### src/design/cpwm_defs.vh
// Register offsets, field positions, reset values and encodings of the unit.
`ifndef CPWM_DEFS_VH
`define CPWM_DEFS_VH

// ==========================================================================
// Register offsets on the 8-bit register port
// ==========================================================================
`define CPWM_ADDR_W           4
`define CPWM_OFS_UNIT_CONTROL 4'h0
`define CPWM_OFS_CMP_LOW      4'h1
`define CPWM_OFS_CMP_HIGH     4'h2
`define CPWM_OFS_T1_LOW       4'h3
`define CPWM_OFS_T1_HIGH      4'h4
`define CPWM_OFS_T1_CONTROL   4'h5
`define CPWM_OFS_PERIOD       4'h6
`define CPWM_OFS_T2_CONTROL   4'h7
`define CPWM_OFS_T2_COUNT     4'h8
`define CPWM_OFS_INT_FLAGS    4'h9
`define CPWM_OFS_INT_ENABLE   4'ha
`define CPWM_OFS_PORT_C_DIR   4'hb

// ==========================================================================
// Field positions
// ==========================================================================
`define CPWM_MODE_HI          3
`define CPWM_MODE_LO          0
`define CPWM_DUTY_HI          5
`define CPWM_DUTY_LO          4
`define CPWM_FLAG_UNIT        5
`define CPWM_FLAG_T1_OVF      0
`define CPWM_T1_ON            0
`define CPWM_T2_ON            2
`define CPWM_T2_PRE_HI        1
`define CPWM_T2_PRE_LO        0
`define CPWM_PIN_DIR_BIT      5

// ==========================================================================
// Reset values
// ==========================================================================
`define CPWM_RST_ZERO         8'h00
`define CPWM_RST_DIR          8'h3f
`define CPWM_RST_PERIOD       8'hff

// ==========================================================================
// Mode select encodings
// ==========================================================================
`define CPWM_MODE_OFF         4'h0
`define CPWM_MODE_TOGGLE      4'h2
`define CPWM_MODE_SET         4'h8
`define CPWM_MODE_CLEAR       4'h9
`define CPWM_MODE_SOFT_INT    4'ha
`define CPWM_MODE_SPECIAL     4'hb
`define CPWM_PWM_PREFIX       2'h3

// ==========================================================================
// Timing counts
// ==========================================================================
`define CPWM_OSC_PER_CYCLE    4
`define CPWM_PHASE_LAST       2'h3
`define CPWM_PRE_1            2'h0
`define CPWM_PRE_4            2'h1
`define CPWM_PRE_4_LAST       4'h3
`define CPWM_PRE_16_LAST      4'hf

`endif

### src/design/cpwm_unit.v
// Compare and basic PWM unit with its timers and register port.
//
// Contract
// - Compare mode always matches the 16-bit compare pair with timer one.
// - The mode field picks toggle, set, clear, special event or interrupt.
// - Every compare mode sets the unit interrupt flag on a match.
// - Special event zeroes timer one, sets no overflow, starts conversion.
// - Zero written to unit control forces compare latch low, not port latch.
// - Mode 1010 only raises the interrupt flag and leaves the pin alone.
// - Mode 1011 resets timer one, starts conversion if enabled, frees pin.
// - Special event asserts at match; timer one clears at its next tick.
// - If the match vanishes before that tick, timer one is not cleared.
// - PWM mode produces up to 10-bit resolution pulses on the pin.
// - Writing zero to unit control releases the output pin.
// - PWM period is (period+1) times four clocks times timer-two prescale.
// - After timer two equals period: clear it, set pin unless the new duty is zero, reload duty buffer.
// - The timer-two postscaler has no effect on the PWM period.
// - Duty value is duty low byte over the two duty bits of control.
// - Time base is timer two plus two low bits from phase or prescaler.
// - Pin clears when the 10-bit time base equals the buffered duty.
`timescale 1ns/1ps
`include "cpwm_defs.vh"

module cpwm_unit
(
  input  wire       mclk_in,          // System clock, 200 MHz.
  input  wire       nrst_in,          // Asynchronous reset, active low.
  input  wire [3:0] addr_in,          // Register address.
  input  wire [7:0] wdata_in,         // Register write data.
  input  wire       wr_in,            // Write strobe, one cycle.
  input  wire       rd_in,            // Read strobe, one cycle.
  input  wire       timer_one_tick_in, // Timer-one clock tick, one cycle.
  input  wire       adc_enable_in,    // Converter is switched on.
  output reg  [7:0] rdata_out,        // Read data, cycle after the strobe.
  output reg        unit_pin_out,     // Level offered to the unit output pin.
  output wire       unit_pin_oe_out,  // Unit drives the pin.
  output wire       special_event_out, // Special event trigger, at match.
  output wire       adc_start_out     // Conversion start request pulse.
);

  // ========================================================================
  // Reset release
  // ========================================================================
  reg        rst_meta;
  reg        rst_n;

  // Release the reset through two flip-flops, assert it at once.
  always @(posedge mclk_in or negedge nrst_in)
  begin
    if (!nrst_in)
    begin
      rst_meta <= 1'b0;
      rst_n    <= 1'b0;
    end
    else
    begin
      rst_meta <= 1'b1;
      rst_n    <= rst_meta;
    end
  end

  // ========================================================================
  // Register storage
  // ========================================================================
  reg  [7:0]  unit_control;
  reg  [7:0]  compare_value_low;
  reg  [7:0]  compare_value_high;
  reg  [15:0] timer_one_count;
  reg  [7:0]  timer_one_control;
  reg  [7:0]  period_register;
  reg  [7:0]  timer_two_control;
  reg  [7:0]  timer_two_count;
  reg  [7:0]  peripheral_interrupt_enable;
  reg  [7:0]  port_c_direction;
  reg         unit_interrupt_flag;
  reg         timer_one_overflow_flag;
  reg         compare_latch;
  reg         match_seen;
  reg  [1:0]  phase;
  reg  [3:0]  prescale;
  reg  [9:0]  duty_buffer;

  wire [3:0]  mode_select_field = unit_control[`CPWM_MODE_HI:`CPWM_MODE_LO];
  wire [1:0]  duty_low_bits     = unit_control[`CPWM_DUTY_HI:`CPWM_DUTY_LO];
  wire [15:0] compare_value_pair = {compare_value_high, compare_value_low};

  // Decodes whether a mode code drives the compare latch onto the pin.
  function is_pin_mode;
    input [3:0] m;
    begin
      is_pin_mode = (m == `CPWM_MODE_TOGGLE) || (m == `CPWM_MODE_SET) ||
                    (m == `CPWM_MODE_CLEAR);
    end
  endfunction

  // Decodes whether a mode code is any compare mode.
  function is_compare_mode;
    input [3:0] m;
    begin
      is_compare_mode = is_pin_mode(m) || (m == `CPWM_MODE_SOFT_INT) ||
                        (m == `CPWM_MODE_SPECIAL);
    end
  endfunction

  wire pwm_mode     = (mode_select_field[3:2] == `CPWM_PWM_PREFIX);
  wire compare_mode = is_compare_mode(mode_select_field);
  wire special_mode = (mode_select_field == `CPWM_MODE_SPECIAL);

  // ========================================================================
  // Compare engine
  // ========================================================================
  wire match       = compare_mode &&
                     (compare_value_pair == timer_one_count);
  wire match_event = match && !match_seen;

  // The trigger follows the live match, so it shows in the match cycle.
  assign special_event_out = special_mode && match;
  assign adc_start_out     = special_mode && match_event &&
                             adc_enable_in;

  // The unit holds the pin only in pin-driving compare modes and in PWM,
  // and only when software has made the pin an output.
  assign unit_pin_oe_out = (is_pin_mode(mode_select_field) || pwm_mode) &&
                           !port_c_direction[`CPWM_PIN_DIR_BIT];

  wire wr_ctrl = wr_in && (addr_in == `CPWM_OFS_UNIT_CONTROL);

  // Remembers the match so a held match acts only once.
  always @(posedge mclk_in or negedge rst_n)
  begin
    if (!rst_n)
      match_seen <= 1'b0;
    else
      match_seen <= match;
  end

  // Compare output latch: a set or clear mode write presets it, a match acts on it.
  always @(posedge mclk_in or negedge rst_n)
  begin
    if (!rst_n)
      compare_latch <= 1'b0;
    else if (wr_ctrl && (wdata_in == `CPWM_RST_ZERO))
      compare_latch <= 1'b0;
    else if (wr_ctrl &&
             (wdata_in[3:0] == `CPWM_MODE_SET))
      compare_latch <= 1'b0;
    else if (wr_ctrl &&
             (wdata_in[3:0] == `CPWM_MODE_CLEAR))
      compare_latch <= 1'b1;
    else if (match_event)
    begin
      case (mode_select_field)
        `CPWM_MODE_TOGGLE: compare_latch <= !compare_latch;
        `CPWM_MODE_SET:    compare_latch <= 1'b1;
        `CPWM_MODE_CLEAR:  compare_latch <= 1'b0;
        default:           compare_latch <= compare_latch;
      endcase
    end
  end

  // ========================================================================
  // Timer one
  // ========================================================================
  wire t1_run   = timer_one_tick_in && timer_one_control[`CPWM_T1_ON];
  wire t1_reset = t1_run && special_mode && match;
  wire t1_wrap  = t1_run && !t1_reset && (timer_one_count == 16'hffff);

  // Counts ticks; the special event clears it on the next tick, but only
  // if the match still stands then.
  always @(posedge mclk_in or negedge rst_n)
  begin
    if (!rst_n)
      timer_one_count <= 16'h0000;
    else if (wr_in && (addr_in == `CPWM_OFS_T1_LOW))
      timer_one_count <= {timer_one_count[15:8], wdata_in};
    else if (wr_in && (addr_in == `CPWM_OFS_T1_HIGH))
      timer_one_count <= {wdata_in, timer_one_count[7:0]};
    else if (t1_reset)
      timer_one_count <= 16'h0000;
    else if (t1_run)
      timer_one_count <= timer_one_count + 16'h0001;
  end

  // ========================================================================
  // Timer two and the PWM time base
  // ========================================================================
  wire [1:0] pre_sel  = timer_two_control[`CPWM_T2_PRE_HI:`CPWM_T2_PRE_LO];
  wire       t2_on    = timer_two_control[`CPWM_T2_ON];
  wire       cycle_end = (phase == `CPWM_PHASE_LAST);
  wire       pre_done = (pre_sel == `CPWM_PRE_1) ? 1'b1 :
                        (pre_sel == `CPWM_PRE_4) ?
                        (prescale == `CPWM_PRE_4_LAST) :
                        (prescale == `CPWM_PRE_16_LAST);
  wire       t2_inc   = t2_on && cycle_end && pre_done;
  wire       t2_roll  = t2_inc &&
                        (timer_two_count == period_register);
  wire       t2_wr    = wr_in && (addr_in == `CPWM_OFS_T2_COUNT);
  wire [1:0] tb_low   = (pre_sel == `CPWM_PRE_1) ? phase :
                        (pre_sel == `CPWM_PRE_4) ? prescale[1:0] :
                        prescale[3:2];
  wire [9:0] time_base = {timer_two_count, tb_low};
  wire [9:0] duty_next = {compare_value_low, duty_low_bits};

  // The time base moves every clock at 1:1, every cycle at 1:4, every four cycles at 1:16.
  wire       tb_step  = (pre_sel == `CPWM_PRE_1) ? 1'b1 :
                        (pre_sel == `CPWM_PRE_4) ? cycle_end :
                        (cycle_end &&
                         (prescale[1:0] == `CPWM_PHASE_LAST));
  wire [9:0] tb_next  = time_base + 10'h001;

  // Four clocks make one instruction cycle; the phase runs free.
  always @(posedge mclk_in or negedge rst_n)
  begin
    if (!rst_n)
      phase <= 2'h0;
    else
      phase <= phase + 2'h1;
  end

  // Prescaler counts instruction cycles; the postscaler bits are ignored.
  always @(posedge mclk_in or negedge rst_n)
  begin
    if (!rst_n)
      prescale <= 4'h0;
    else if (t2_wr || !t2_on || t2_inc)
      prescale <= 4'h0;
    else if (cycle_end)
      prescale <= prescale + 4'h1;
  end

  // Timer two counts up to the period value, then starts again at zero.
  always @(posedge mclk_in or negedge rst_n)
  begin
    if (!rst_n)
      timer_two_count <= 8'h00;
    else if (t2_wr)
      timer_two_count <= wdata_in;
    else if (t2_roll)
      timer_two_count <= 8'h00;
    else if (t2_inc)
      timer_two_count <= timer_two_count + 8'h01;
  end

  // Duty buffer reloads only at a period boundary, so no glitches.
  always @(posedge mclk_in or negedge rst_n)
  begin
    if (!rst_n)
      duty_buffer <= 10'h000;
    else if (t2_roll)
      duty_buffer <= duty_next;
  end

  // Pin level: PWM sets at period start unless the duty is zero, and clears at the duty match.
  // The clear looks one step ahead, so the pin falls on the very edge at
  // which the time base reaches the duty; a registered late match would
  // stretch every pulse by one clock.
  always @(posedge mclk_in or negedge rst_n)
  begin
    if (!rst_n)
      unit_pin_out <= 1'b0;
    else if (pwm_mode)
    begin
      if (t2_roll)
        unit_pin_out <= (duty_next != 10'h000);
      else if (tb_step && (tb_next == duty_buffer))
        unit_pin_out <= 1'b0;
    end
    else
      unit_pin_out <= compare_latch;
  end

  // ========================================================================
  // Software registers
  // ========================================================================
  // Plain stored registers; a reset zeroes unit control.
  always @(posedge mclk_in or negedge rst_n)
  begin
    if (!rst_n)
    begin
      unit_control                <= `CPWM_RST_ZERO;
      compare_value_low           <= `CPWM_RST_ZERO;
      compare_value_high          <= `CPWM_RST_ZERO;
      timer_one_control           <= `CPWM_RST_ZERO;
      period_register             <= `CPWM_RST_PERIOD;
      timer_two_control           <= `CPWM_RST_ZERO;
      peripheral_interrupt_enable <= `CPWM_RST_ZERO;
      port_c_direction            <= `CPWM_RST_DIR;
    end
    else
    begin
      if (wr_in)
      begin
      case (addr_in)
        `CPWM_OFS_UNIT_CONTROL: unit_control <= wdata_in;
        `CPWM_OFS_CMP_LOW:      compare_value_low <= wdata_in;
        `CPWM_OFS_CMP_HIGH:
        begin
          if (!pwm_mode)
            compare_value_high <= wdata_in;
        end
        `CPWM_OFS_T1_CONTROL:   timer_one_control <= wdata_in;
        `CPWM_OFS_PERIOD:       period_register <= wdata_in;
        `CPWM_OFS_T2_CONTROL:   timer_two_control <= wdata_in;
        `CPWM_OFS_INT_ENABLE:   peripheral_interrupt_enable <= wdata_in;
        `CPWM_OFS_PORT_C_DIR:   port_c_direction <= wdata_in & 8'h3f;
        default:                unit_control <= unit_control;
      endcase
      end
      // The duty copy must not be lost to a write in the same cycle.
      if (pwm_mode && t2_roll)
        compare_value_high <= compare_value_low;
    end
  end

  // Flags: a hardware set wins over a software clear in the same cycle.
  wire wr_flags = wr_in && (addr_in == `CPWM_OFS_INT_FLAGS);
  always @(posedge mclk_in or negedge rst_n)
  begin
    if (!rst_n)
    begin
      unit_interrupt_flag     <= 1'b0;
      timer_one_overflow_flag <= 1'b0;
    end
    else
    begin
      unit_interrupt_flag <= match_event ||
        (wr_flags ? wdata_in[`CPWM_FLAG_UNIT] : unit_interrupt_flag);
      timer_one_overflow_flag <= t1_wrap ||
        (wr_flags ? wdata_in[`CPWM_FLAG_T1_OVF] : timer_one_overflow_flag);
    end
  end

  // Read data, registered; unmapped addresses read zero.
  always @(posedge mclk_in or negedge rst_n)
  begin
    if (!rst_n)
      rdata_out <= 8'h00;
    else if (rd_in)
    begin
      case (addr_in)
        `CPWM_OFS_UNIT_CONTROL: rdata_out <= unit_control;
        `CPWM_OFS_CMP_LOW:      rdata_out <= compare_value_low;
        `CPWM_OFS_CMP_HIGH:     rdata_out <= compare_value_high;
        `CPWM_OFS_T1_LOW:       rdata_out <= timer_one_count[7:0];
        `CPWM_OFS_T1_HIGH:      rdata_out <= timer_one_count[15:8];
        `CPWM_OFS_T1_CONTROL:   rdata_out <= timer_one_control;
        `CPWM_OFS_PERIOD:       rdata_out <= period_register;
        `CPWM_OFS_T2_CONTROL:   rdata_out <= timer_two_control;
        `CPWM_OFS_T2_COUNT:     rdata_out <= timer_two_count;
        `CPWM_OFS_INT_FLAGS:
          rdata_out <= {2'h0, unit_interrupt_flag, 4'h0,
                        timer_one_overflow_flag};
        `CPWM_OFS_INT_ENABLE:   rdata_out <= peripheral_interrupt_enable;
        `CPWM_OFS_PORT_C_DIR:   rdata_out <= port_c_direction;
        default:                rdata_out <= 8'h00;
      endcase
    end
  end

endmodule // cpwm_unit

### config.mk
export PLATFORM = sky130hd
export DESIGN_NAME = cpwm_unit
export DESIGN_NICKNAME = d
export VERILOG_FILES = /design/src/design/cpwm_unit.v
export VERILOG_INCLUDE_DIRS = /design/src /design/src/design
export SDC_FILE = /design/constraint.sdc
export NUM_CORES = 1
export LEC_CHECK = 0
export ABC_AREA = 1
export BUFFER_PORTS_ARGS = -buffer_cell sky130_fd_sc_hd__clkbuf_2
export CORE_MARGIN = 3
export CORE_UTILIZATION = 54
export CTS_CLUSTER_DIAMETER = 200
export CTS_CLUSTER_SIZE = 30
export DETAILED_ROUTE_END_ITERATION = 6
export GPL_ROUTABILITY_DRIVEN = 0
export PLACE_DENSITY = 0.77
export SYNTH_ARGS = -nofsm -noshare
export SYNTH_HDL_FRONTEND = slang
export SYNTH_SLANG_ARGS = --single-unit
### constraint.sdc
create_clock -name mclk_in -period 3.2 [get_ports mclk_in]
set_input_delay 0 -clock mclk_in [delete_from_list [all_inputs] [get_ports mclk_in]]
set_output_delay 0 -clock mclk_in [all_outputs]
set_load 0.01 [all_outputs]
# Word-level counts from Yosys, hierarchy flattened
# Cells that the tools add are included.
dict set report totals {
  regBits 117
  latchBits 0
  mem_bits_rw 0
  romBits 0
  in_bits 18
  output_inout_bits 12
  word_cells 151
  mem_count 0
}
dict set report op_classes {
  addsub 5
  n_mul 0
  n_div 0
  magnitude_cmp 0
  n_eq_ne 31
  shifts 0
  n_mux 30
  n_bitwise 1
  reduce_logical 62
}
# cell n
set op_table {}
lappend op_table {{8-bit case mux with 12 select lines} 1}
lappend op_table {{8-bit 2-to-1 mux} 8}
lappend op_table {{16-bit 2-to-1 mux} 3}
lappend op_table {{4-bit == test, second input constant} 11}
lappend op_table {{1-bit logical AND} 25}
lappend op_table {{2-bit AND reduction} 10}
lappend op_table {{16-bit by 1-bit adder with 16-bit output, second input constant} 1}
lappend op_table {{16-bit == test} 1}
lappend op_table {{16-bit == test, second input constant} 1}
lappend op_table {{4-bit by 2-bit == test with 1-bit output, second input constant} 4}
lappend op_table {{4-bit by 3-bit == test with 1-bit output, second input constant} 4}
lappend op_table {{1-bit 2-to-1 mux} 13}
lappend op_table {{10-bit by 1-bit adder with 10-bit output, second input constant} 1}
lappend op_table {{10-bit == test} 1}
lappend op_table {{10-bit nonzero test} 1}
lappend op_table {{1-bit logical OR} 9}
lappend op_table {{3-bit nonzero test} 3}
lappend op_table {{8-bit by 1-bit adder with 8-bit output, second input constant} 1}
lappend op_table {{8-bit == test} 1}
lappend op_table {{8-bit logical NOT} 1}
lappend op_table {{4-bit 2-to-1 mux} 2}
lappend op_table {{2-bit == test, second input constant} 3}
lappend op_table {{2-bit nonzero test} 3}
lappend op_table {{6-bit nonzero test} 1}
lappend op_table {{15 further kinds} 20}

# Depth between registers and ports, before layout
# Gate-level depths: netlist (run 1).
dict set report logic_depth {
  word_depth 11
  mapped_depth 18
  mapped_depth_nobuf 18
}

# Worst setup path after synthesis (run 1)
# No wires, ideal clock.
dict set report synth_timing {
  path_type {register to register}
  start {reg timer_two_control[0]}
  end {reg unit_pin_out}
  setup_ps 122
  arrival_ps 1774
  required_ps 3078
  slack_ps 1305
  stages_incl_launch_ff 18
  path_buffers 0
  period_less_slack_ps 1895
  path_cell_list {dfrtp_1 -> nor2_1 -> nand2_1 -> nand3_2 -> ha_1 -> nand2_1 -> nand2_1 -> nand2_1 -> nand2_1 -> nand2_1 -> nor2_1 -> nand3_1 -> nor2_1 -> nand2_1 -> nor2_1 -> nand2_1 -> nand3_1 -> nand2_1}
}
dict set report synth_via {
  elab_chain_len 7
  word_cells_on_any_way 16
  classes_between {add/sub: 1; eq/ne: 3; mux: 8; reduce/logical: 4}
}
# element line
set synth_rtl {}
lappend synth_rtl {{from (decl)} cpwm_unit.v:71} ;# reg [7:0] timer_two_control;
lappend synth_rtl {{from (signal assigned)} cpwm_unit.v:285} ;# timer_two_control <= `CPWM_RST_ZERO;
lappend synth_rtl {{from (signal assigned)} cpwm_unit.v:303} ;# `CPWM_OFS_T2_CONTROL: timer_two_control <= wdata_in;
lappend synth_rtl {{2-bit by 1-bit == test with 1-bit output (no source line)} --}
lappend synth_rtl {{2-bit 2-to-1 mux or 1-bit 2-to-1 mux (tied branches)} {cpwm_unit.v:199, cpwm_unit.v:191}}
lappend synth_rtl {{2-bit 2-to-1 mux or 1-bit 2-to-1 mux (tied branches)} {cpwm_unit.v:198, cpwm_unit.v:190}}
lappend synth_rtl {{10-bit by 1-bit adder with 10-bit output or 1-bit logical AND (tied branches)} {cpwm_unit.v:209, cpwm_unit.v:194}}
lappend synth_rtl {{10-bit == test or 1-bit logical AND (tied branches)} {cpwm_unit.v:265, cpwm_unit.v:195}}
lappend synth_rtl {{1-bit logical AND or 1-bit 2-to-1 mux (tied branches)} {cpwm_unit.v:265, cpwm_unit.v:263}}
lappend synth_rtl {{3-bit by 1-bit != test with 1-bit output (no source line) or 1-bit 2-to-1 mux (tied branches)} --}
lappend synth_rtl {{to (signal assigned)} cpwm_unit.v:264} ;# unit_pin_out <= (duty_next != 10'h000);
lappend synth_rtl {{to (signal assigned)} cpwm_unit.v:269} ;# unit_pin_out <= compare_latch;
lappend synth_rtl {{to (decl)} cpwm_unit.v:35} ;# output reg unit_pin_out,
# Several ways; a longest one is shown, not always the timed one.
# A chain may end at the register's enable or synchronous reset.

# Final worst setup path (run 1)
# Ends and elaborated chain as after synthesis.

==> flow_summary.ini, run 1 <==
[synth]
ys_async_sr_fraction_pct = 100
synth_top_area_share_pct = 36.9
synth_top_area_cell = dfrtp_1
ys.flop_type = dfrtp_1
synth_seq_cells = 117
synth_edf_count = 0
syn_area_per_cell_sq_um = 7.84
synthTopCellsByArea = dfrtp_1 (37%), nand2_1 (12%), o21ai_0 (6.4%), dfstp_2 (5.3%), inv_1 (4.7%)
synth_nets = 914
synth.distinct_cells = 50
synth_warnings = 0
syn-instance-count = 891
yosysSeqAreaShare_pct = 42.2
netlist_area_sq_um = 6980

[critical_path]
reg2reg_from = timer_two_control[0]
crit_required_ps = 3500
path_class = reg -> reg
worstPathArrival_ps = 2460
endpoint_kind = flop
path_max_fanout = 10
critPathLaunch = timer_two_control[0]
start_kind = flop

[placed_design]
place_area_sq_um = 7230
dpl.hpwl_microns = 14600
port_buffers = 29

[finish]
layout-drive-gt1-share_pct = 13.9
regMostFlops = timer_one_count
fin_nets = 948
layout_common_cells = nand2_1 (214), dfrtp_1 (102), o21ai_0 (90), inv_1 (87), nor2_1 (66)
reg_top3 = timer_one_count (16), duty_buffer (10)
final_common_cell = nand2_1
fillers = 1136
antennaDiodeCount = 0
area_delta_synth_final_pct = 12.2
final_cell_area_sq_um = 7840
largest_reg_flops = 16

[clock_tree]
path_clk_slew_ps = 50
clockBufferDepth = 2
clock-sinks = 117
cts_inserted_buffers = 17
cts_hold_buf = 9
clock-root-buffer = clkbuf_16
cts_resized = 0
clk_latency_ps = 420
cts_tree = built
htreeDepth = 4
post_cts_buffers = 0

[floorplan]
die_w_microns = 120
initial_core_util_pct = 56.7
ios = 30
rows = 40
dieArea_sq_um = 14300
die_y_microns = 120
core-area_sq_um = 12300

[sta]
finalClockSkew_ps = 7.50
period_needed_ps = 2160
rsz0062_at_grt = no
tns_ps = 0
slew_headroom_pct = 58.0
setup_viol = 0
fmax_mhz = 463
hold_viol = 0
fin_crit_sh_pct = 67.5
tightest_slew_ps = 629
slew_viol_final = 0

[route]
via_per_inst = 5.91
drc = 4
ant_nets = 0
drtIter0Drc = 887
vias = 6537
avgRoutedWirePerCell_microns = 18.5
drt-pass1-iter-count = 7
routed_wl_microns = 20400

[power_and_ir_drop]
vdd_drop_max_v = 0.000642
p_leak_uw = 0.00372
power.density_nw_per_um2 = 702
total_power_uw = 5500

[global_route]
grt_pass1_wl_microns = 32400
grt_overflow_total = 0
grt_antenna_before_repair = 0
grt_max_degree = 70
grt_pass1_vias = 6145
grt_use_total_pct = 29.2

[min_path]
min_path_type = in -> reg
hold_start = wdata_in[1]

[job]
drv_cap = 0

[run_status]
status = complete, but fails checks
violations = design-rule violations
routing by layer:
layer / share of wire [%] / vias to the layer above / GRT usage (%)
li1: - / 3065 / -
met1: 41 / 3051 / 39.8
met2: 44 / 352 / 43.6
met3: 10 / 69 / 7.12
met4: 4.6 / 0 / 14.6
met5: 0 / - / 0
worst max-delay path, cell delays in order, from the launching register on:
cell and delay, ps:
dfrtp_1 450, nor2_1 170, nand2_1 110, nand3_2 170
ha_1 270, nand2_1 110, nand2_1 90, nand2_1 50
nand2_1 50, nand2_1 40, nor2_1 80, nand3_1 70
nor2_1 80, nand2_1 50, nor2_1 80, nand2_1 50
nand3_1 60, nand2_1 50
power breakdown:
| group | leakage [uW] | internal, uW | switching, uW |
|---|---|---|---|
| registers | 0.00145 | 1830 | 472 |
| logic | 0.00202 | 594 | 929 |
| clock network | 0.000259 | 1040 | 633 |
| total | 0.00372 | 3470 | 2030 |
logic make-up (layout without fill, tap and decap cells):
family | count (synthesis) | in the layout | share of synthesized area, %
buffers and inverters | 133 | 180 | 7.99
xor gates and xnor gates | 44 | 44 | 5.52
DFF | 117 | 117 | 42.2
other | 1 | 1 | 0.0537
adders and majority gates | 5 | 5 | 0.896
AOI/OAI and AO/OA | 179 | 179 | 16.2
and+or+nand+nor | 412 | 412 | 27.1
area by class of cell:
class | instances | area, sq um | share of cell area [%]
Multi-Input combinational cell | 641 | 3480 | 44.4
Sequential cell | 117 | 2950 | 37.6
Clock buffer | 27 | 493 | 6.29
Inverter | 106 | 400 | 5.11
Timing Repair Buffer | 42 | 278 | 3.54
Tap cell | 168 | 210 | 2.68
Clock inverter | 5 | 25.0 | 0.319
through the flow:
stage	utilization (%)	hold slack, ps	setup slack [ps]	std cells
after floorplan	-	-296	1260	891
after global placement	58.7	-214	1130	1065
after detailed placement	58.7	-212	1070	1065
after CTS	63.6	14.9	1050	1106
after global routing	63.6	31.6	715	1106
final	63.6	45.1	1040	1106
synthesized netlist by cell type (2+ instances only):
cell,n
a211oi_1,6
a21oi_1,19
a21oi_4,2
a221oi_1,10
a22oi_1,8
a22oi_2,7
a31oi_1,3
buf_2,8
buf_4,3
buf_6,4
clkbuf_1,7
clkbuf_2,4
dfrtp_1,103
dfstp_2,14
ha_1,5
inv_1,87
inv_2,18
nand2_1,214
nand2_2,4
nand2_4,2
nand3_1,60
nand3_2,5
nand3b_1,6
nand4_1,29
nor2_1,66
nor2_2,4
nor2_4,2
nor2_8,2
nor3_1,8
nor3_2,2
nor4_1,4
o2111a_1,3
o211ai_2,3
o21ai_0,90
o21ai_1,11
o21ai_2,2
o221ai_1,5
o22ai_1,7
xnor2_1,15
xor2_1,29
final timing paths:
| kind | depth (start not counted) | to | slack [ps] |
|---|---|---|---|
| max | 17 | unit_pin_out | 1040 |
| min reg2reg | 0 | timer_one_control[4] | 350 |
| min in group asynchronous | 0 | timer_one_control[4] | 350 |
| max reg2reg | 17 | unit_pin_out | 1040 |
| min | 3 | timer_one_count[1] | 50 |
| max in group asynchronous | 1 | period_register[7] | 2020 |
Power figures use the tool's default switching activity.
==> run 2: changes to the inputs <==
==> constraint.sdc (replaced) <==
create_clock -name mclk_in -period 1.77 [get_ports mclk_in]
set_input_delay 0 -clock mclk_in [delete_from_list [all_inputs] [get_ports mclk_in]]
set_output_delay 0 -clock mclk_in [all_outputs]
set_load 0.01 [all_outputs]
==> run 2 against run 1 <==
  * The flow finishes with violations (negative setup slack)
  * Worst hold slack gained 46 ps
  * Via count is 8.1% higher
  * First-iteration DRC count grew 22%
  * Routed wire length increased by 9.4%
  * Largest power group is now combinational cells
==> flow_summary.ini, run 2 (synthesis gave the netlist of run 1 again) <==
[run_status]
status = complete, but fails checks
violations = negative setup slack

[sta]
slew_viol_final = 0
hold_ws_ps = 90.9
tns_ps = -467
period_needed_ps = 2040
fmax_mhz = 489
hold_viol = 0
fin_crit_sh_pct = 115
slew_headroom_pct = 63.5
rsz0062_at_grt = yes
finalClockSkew_ps = 8.90
setup_viol = 3
tightest_slew_ps = 548
fin_ws_ps = -274

[global_route]
grt_pass1_vias = 6589
grt_use_total_pct = 32.0
grt_antenna_before_repair = 1
grt_max_degree = 40
grt_pass1_wl_microns = 35300
grt_overflow_total = 0

[clock_tree]
clock-root-buffer = clkbuf_16
clk_latency_ps = 430
path_clk_slew_ps = 60
cts_inserted_buffers = 17
htreeDepth = 4
clock-sinks = 117
clockBufferDepth = 2
cts_tree = built

[route]
drtIter0Drc = 1081
avgRoutedWirePerCell_microns = 18.6
via_per_inst = 5.89
vias = 7069
drc = 0
ant_nets = 0
routed_wl_microns = 22400
drt-pass1-iter-count = 7

[finish]
largest_reg_flops = 16
layout_common_cells = nand2_1 (204), dfrtp_1 (94), buf_4 (93), o21ai_0 (90), inv_1 (84)
reg_top3 = timer_one_count (16), duty_buffer (10)
final_common_cell = nand2_1
regMostFlops = timer_one_count
antennaDiodeCount = 0
layout-drive-gt1-share_pct = 26.7
fin_nets = 1042
area_delta_synth_final_pct = 27.4
layout.cells.non_filler = 1200

[critical_path]
slowest_stage = dfrtp_2
start_kind = flop
worstPathCellList = nor2_4 > nand2_2 > inv_2 > nor2_4 > ha_4 > nand3_1 > nand2_1 > nand2_1 > nand2_1 > nor2_2 > nand3_1 > nor2_1 > nand2_1 > nor2_1 > nand2_1 > nand3_1 > nand2_1
crit_end = unit_pin_out
reg2reg_slack_ps = -270
reg2reg_from = timer_two_control[0]
r2r_cells = 17
cpMostUsedCell = nand2_1
path_max_fanout = 5
endpoint_kind = flop
path_class = reg -> reg
critPathLaunch = timer_two_control[0]
crit_required_ps = 2080
slowest_delay_ps = 440
worstReg2RegEnd = unit_pin_out
worstPathArrival_ps = 2360

[floorplan]
ios = 30
core-area_sq_um = 12300
die_w_microns = 120
rows = 40
dieArea_sq_um = 14300
initial_core_util_pct = 56.7
die_y_microns = 120

[placed_design]
port_buffers = 29
dpl.hpwl_microns = 15900
post-place-cells = 1138

[job]
drv_cap = 0

[power_and_ir_drop]
power.density_nw_per_um2 = 1300
p_leak_uw = 0.00426
total_power_uw = 11500
vdd_drop_max_v = 0.000804

[min_path]
min_path_type = in -> reg
[run 2: cell types whose count changed in the layout (fill, tap and decap cells not counted), moves of 4 or more]
cell | before | now
nor2_1 | 66 | 59
nor2_4 | 2 | 8
nand2_1 | 214 | 204
nor3_1 | 8 | 3
nand2_2 | 4 | 12
dfrtp_2 | 0 | 8
nand3_1 | 60 | 55
buf_4 | 3 | 93
dfrtp_1 | 102 | 94
clkbuf_1 | 7 | 1
nor3_2 | 2 | 6
[run 2: per-stage QoR]
step / instance area [sq um] / setup WS (ps) / util (%)
after global placement: 7810 / -114 / 63.5
final: 8900 / -274 / 72.3
after floorplan: 7010 / -45.3 / -
after global routing: 8900 / -472 / 72.3
after CTS: 8730 / -188 / 70.9
after detailed placement: 7810 / -213 / 63.5
[run 2: area by class of cell]
type,count,area [sq um]
fill,931,3410
tap,168,210
clock inverter,12,154
clock buffer,20,457
timing repair buffer,136,1000
inverter,106,403
sequential,117,2960
multi-input combinational,641,3710
[run 2: power breakdown]
group | internal (uW) | total (uW) | switching, uW
clock network | 2280 | 3580 | 1300
registers | 3320 | 3970 | 645
logic | 1710 | 3980 | 2270
total | 7320 | 11500 | 4210
[run 2: timing repair]
| item | 4_1_cts | 5_1_grt |
|---|---|---|
| hold buffers | 11 | 0 |
| endpoints found under the hold margin | 28 | 0 |
| pin swaps | 6 | 18 |
| gates resized for setup | 24 | 39 |
| buffers inserted | 16 | 3 |
| setup endpoints to repair | 5 | 39 |
[run 2: worst min path at each step]
stage	startpoint	to	cells past startpoint
final	addr_in[0]	unit_control[7]	4
after detailed placement	nrst_in	rst_meta	1
after floorplan	nrst_in	rst_meta	0
after global routing	addr_in[0]	unit_control[1]	4
after CTS	addr_in[0]	unit_control[7]	4
after global placement	nrst_in	rst_meta	1
[run 2: metal layers]
layer | up-vias | global-route usage, % | part of all wire [%]
met1 | 3269 | 43.5 | 40
li1 | 3257 | - | -
met5 | - | 0 | 0.058
met3 | 98 | 8.53 | 10
met2 | 443 | 47.0 | 44
met4 | 2 | 17.0 | 5.4
[run 2: worst max-delay path, delay by kind of cell, from the launching register on]
family                   cells  cell delay, ps
AND/OR/NAND/NOR             15            1230
flip-flops                   1             440
buffers and inverters        1              70
adder cells (fa/ha/maj)      1             170
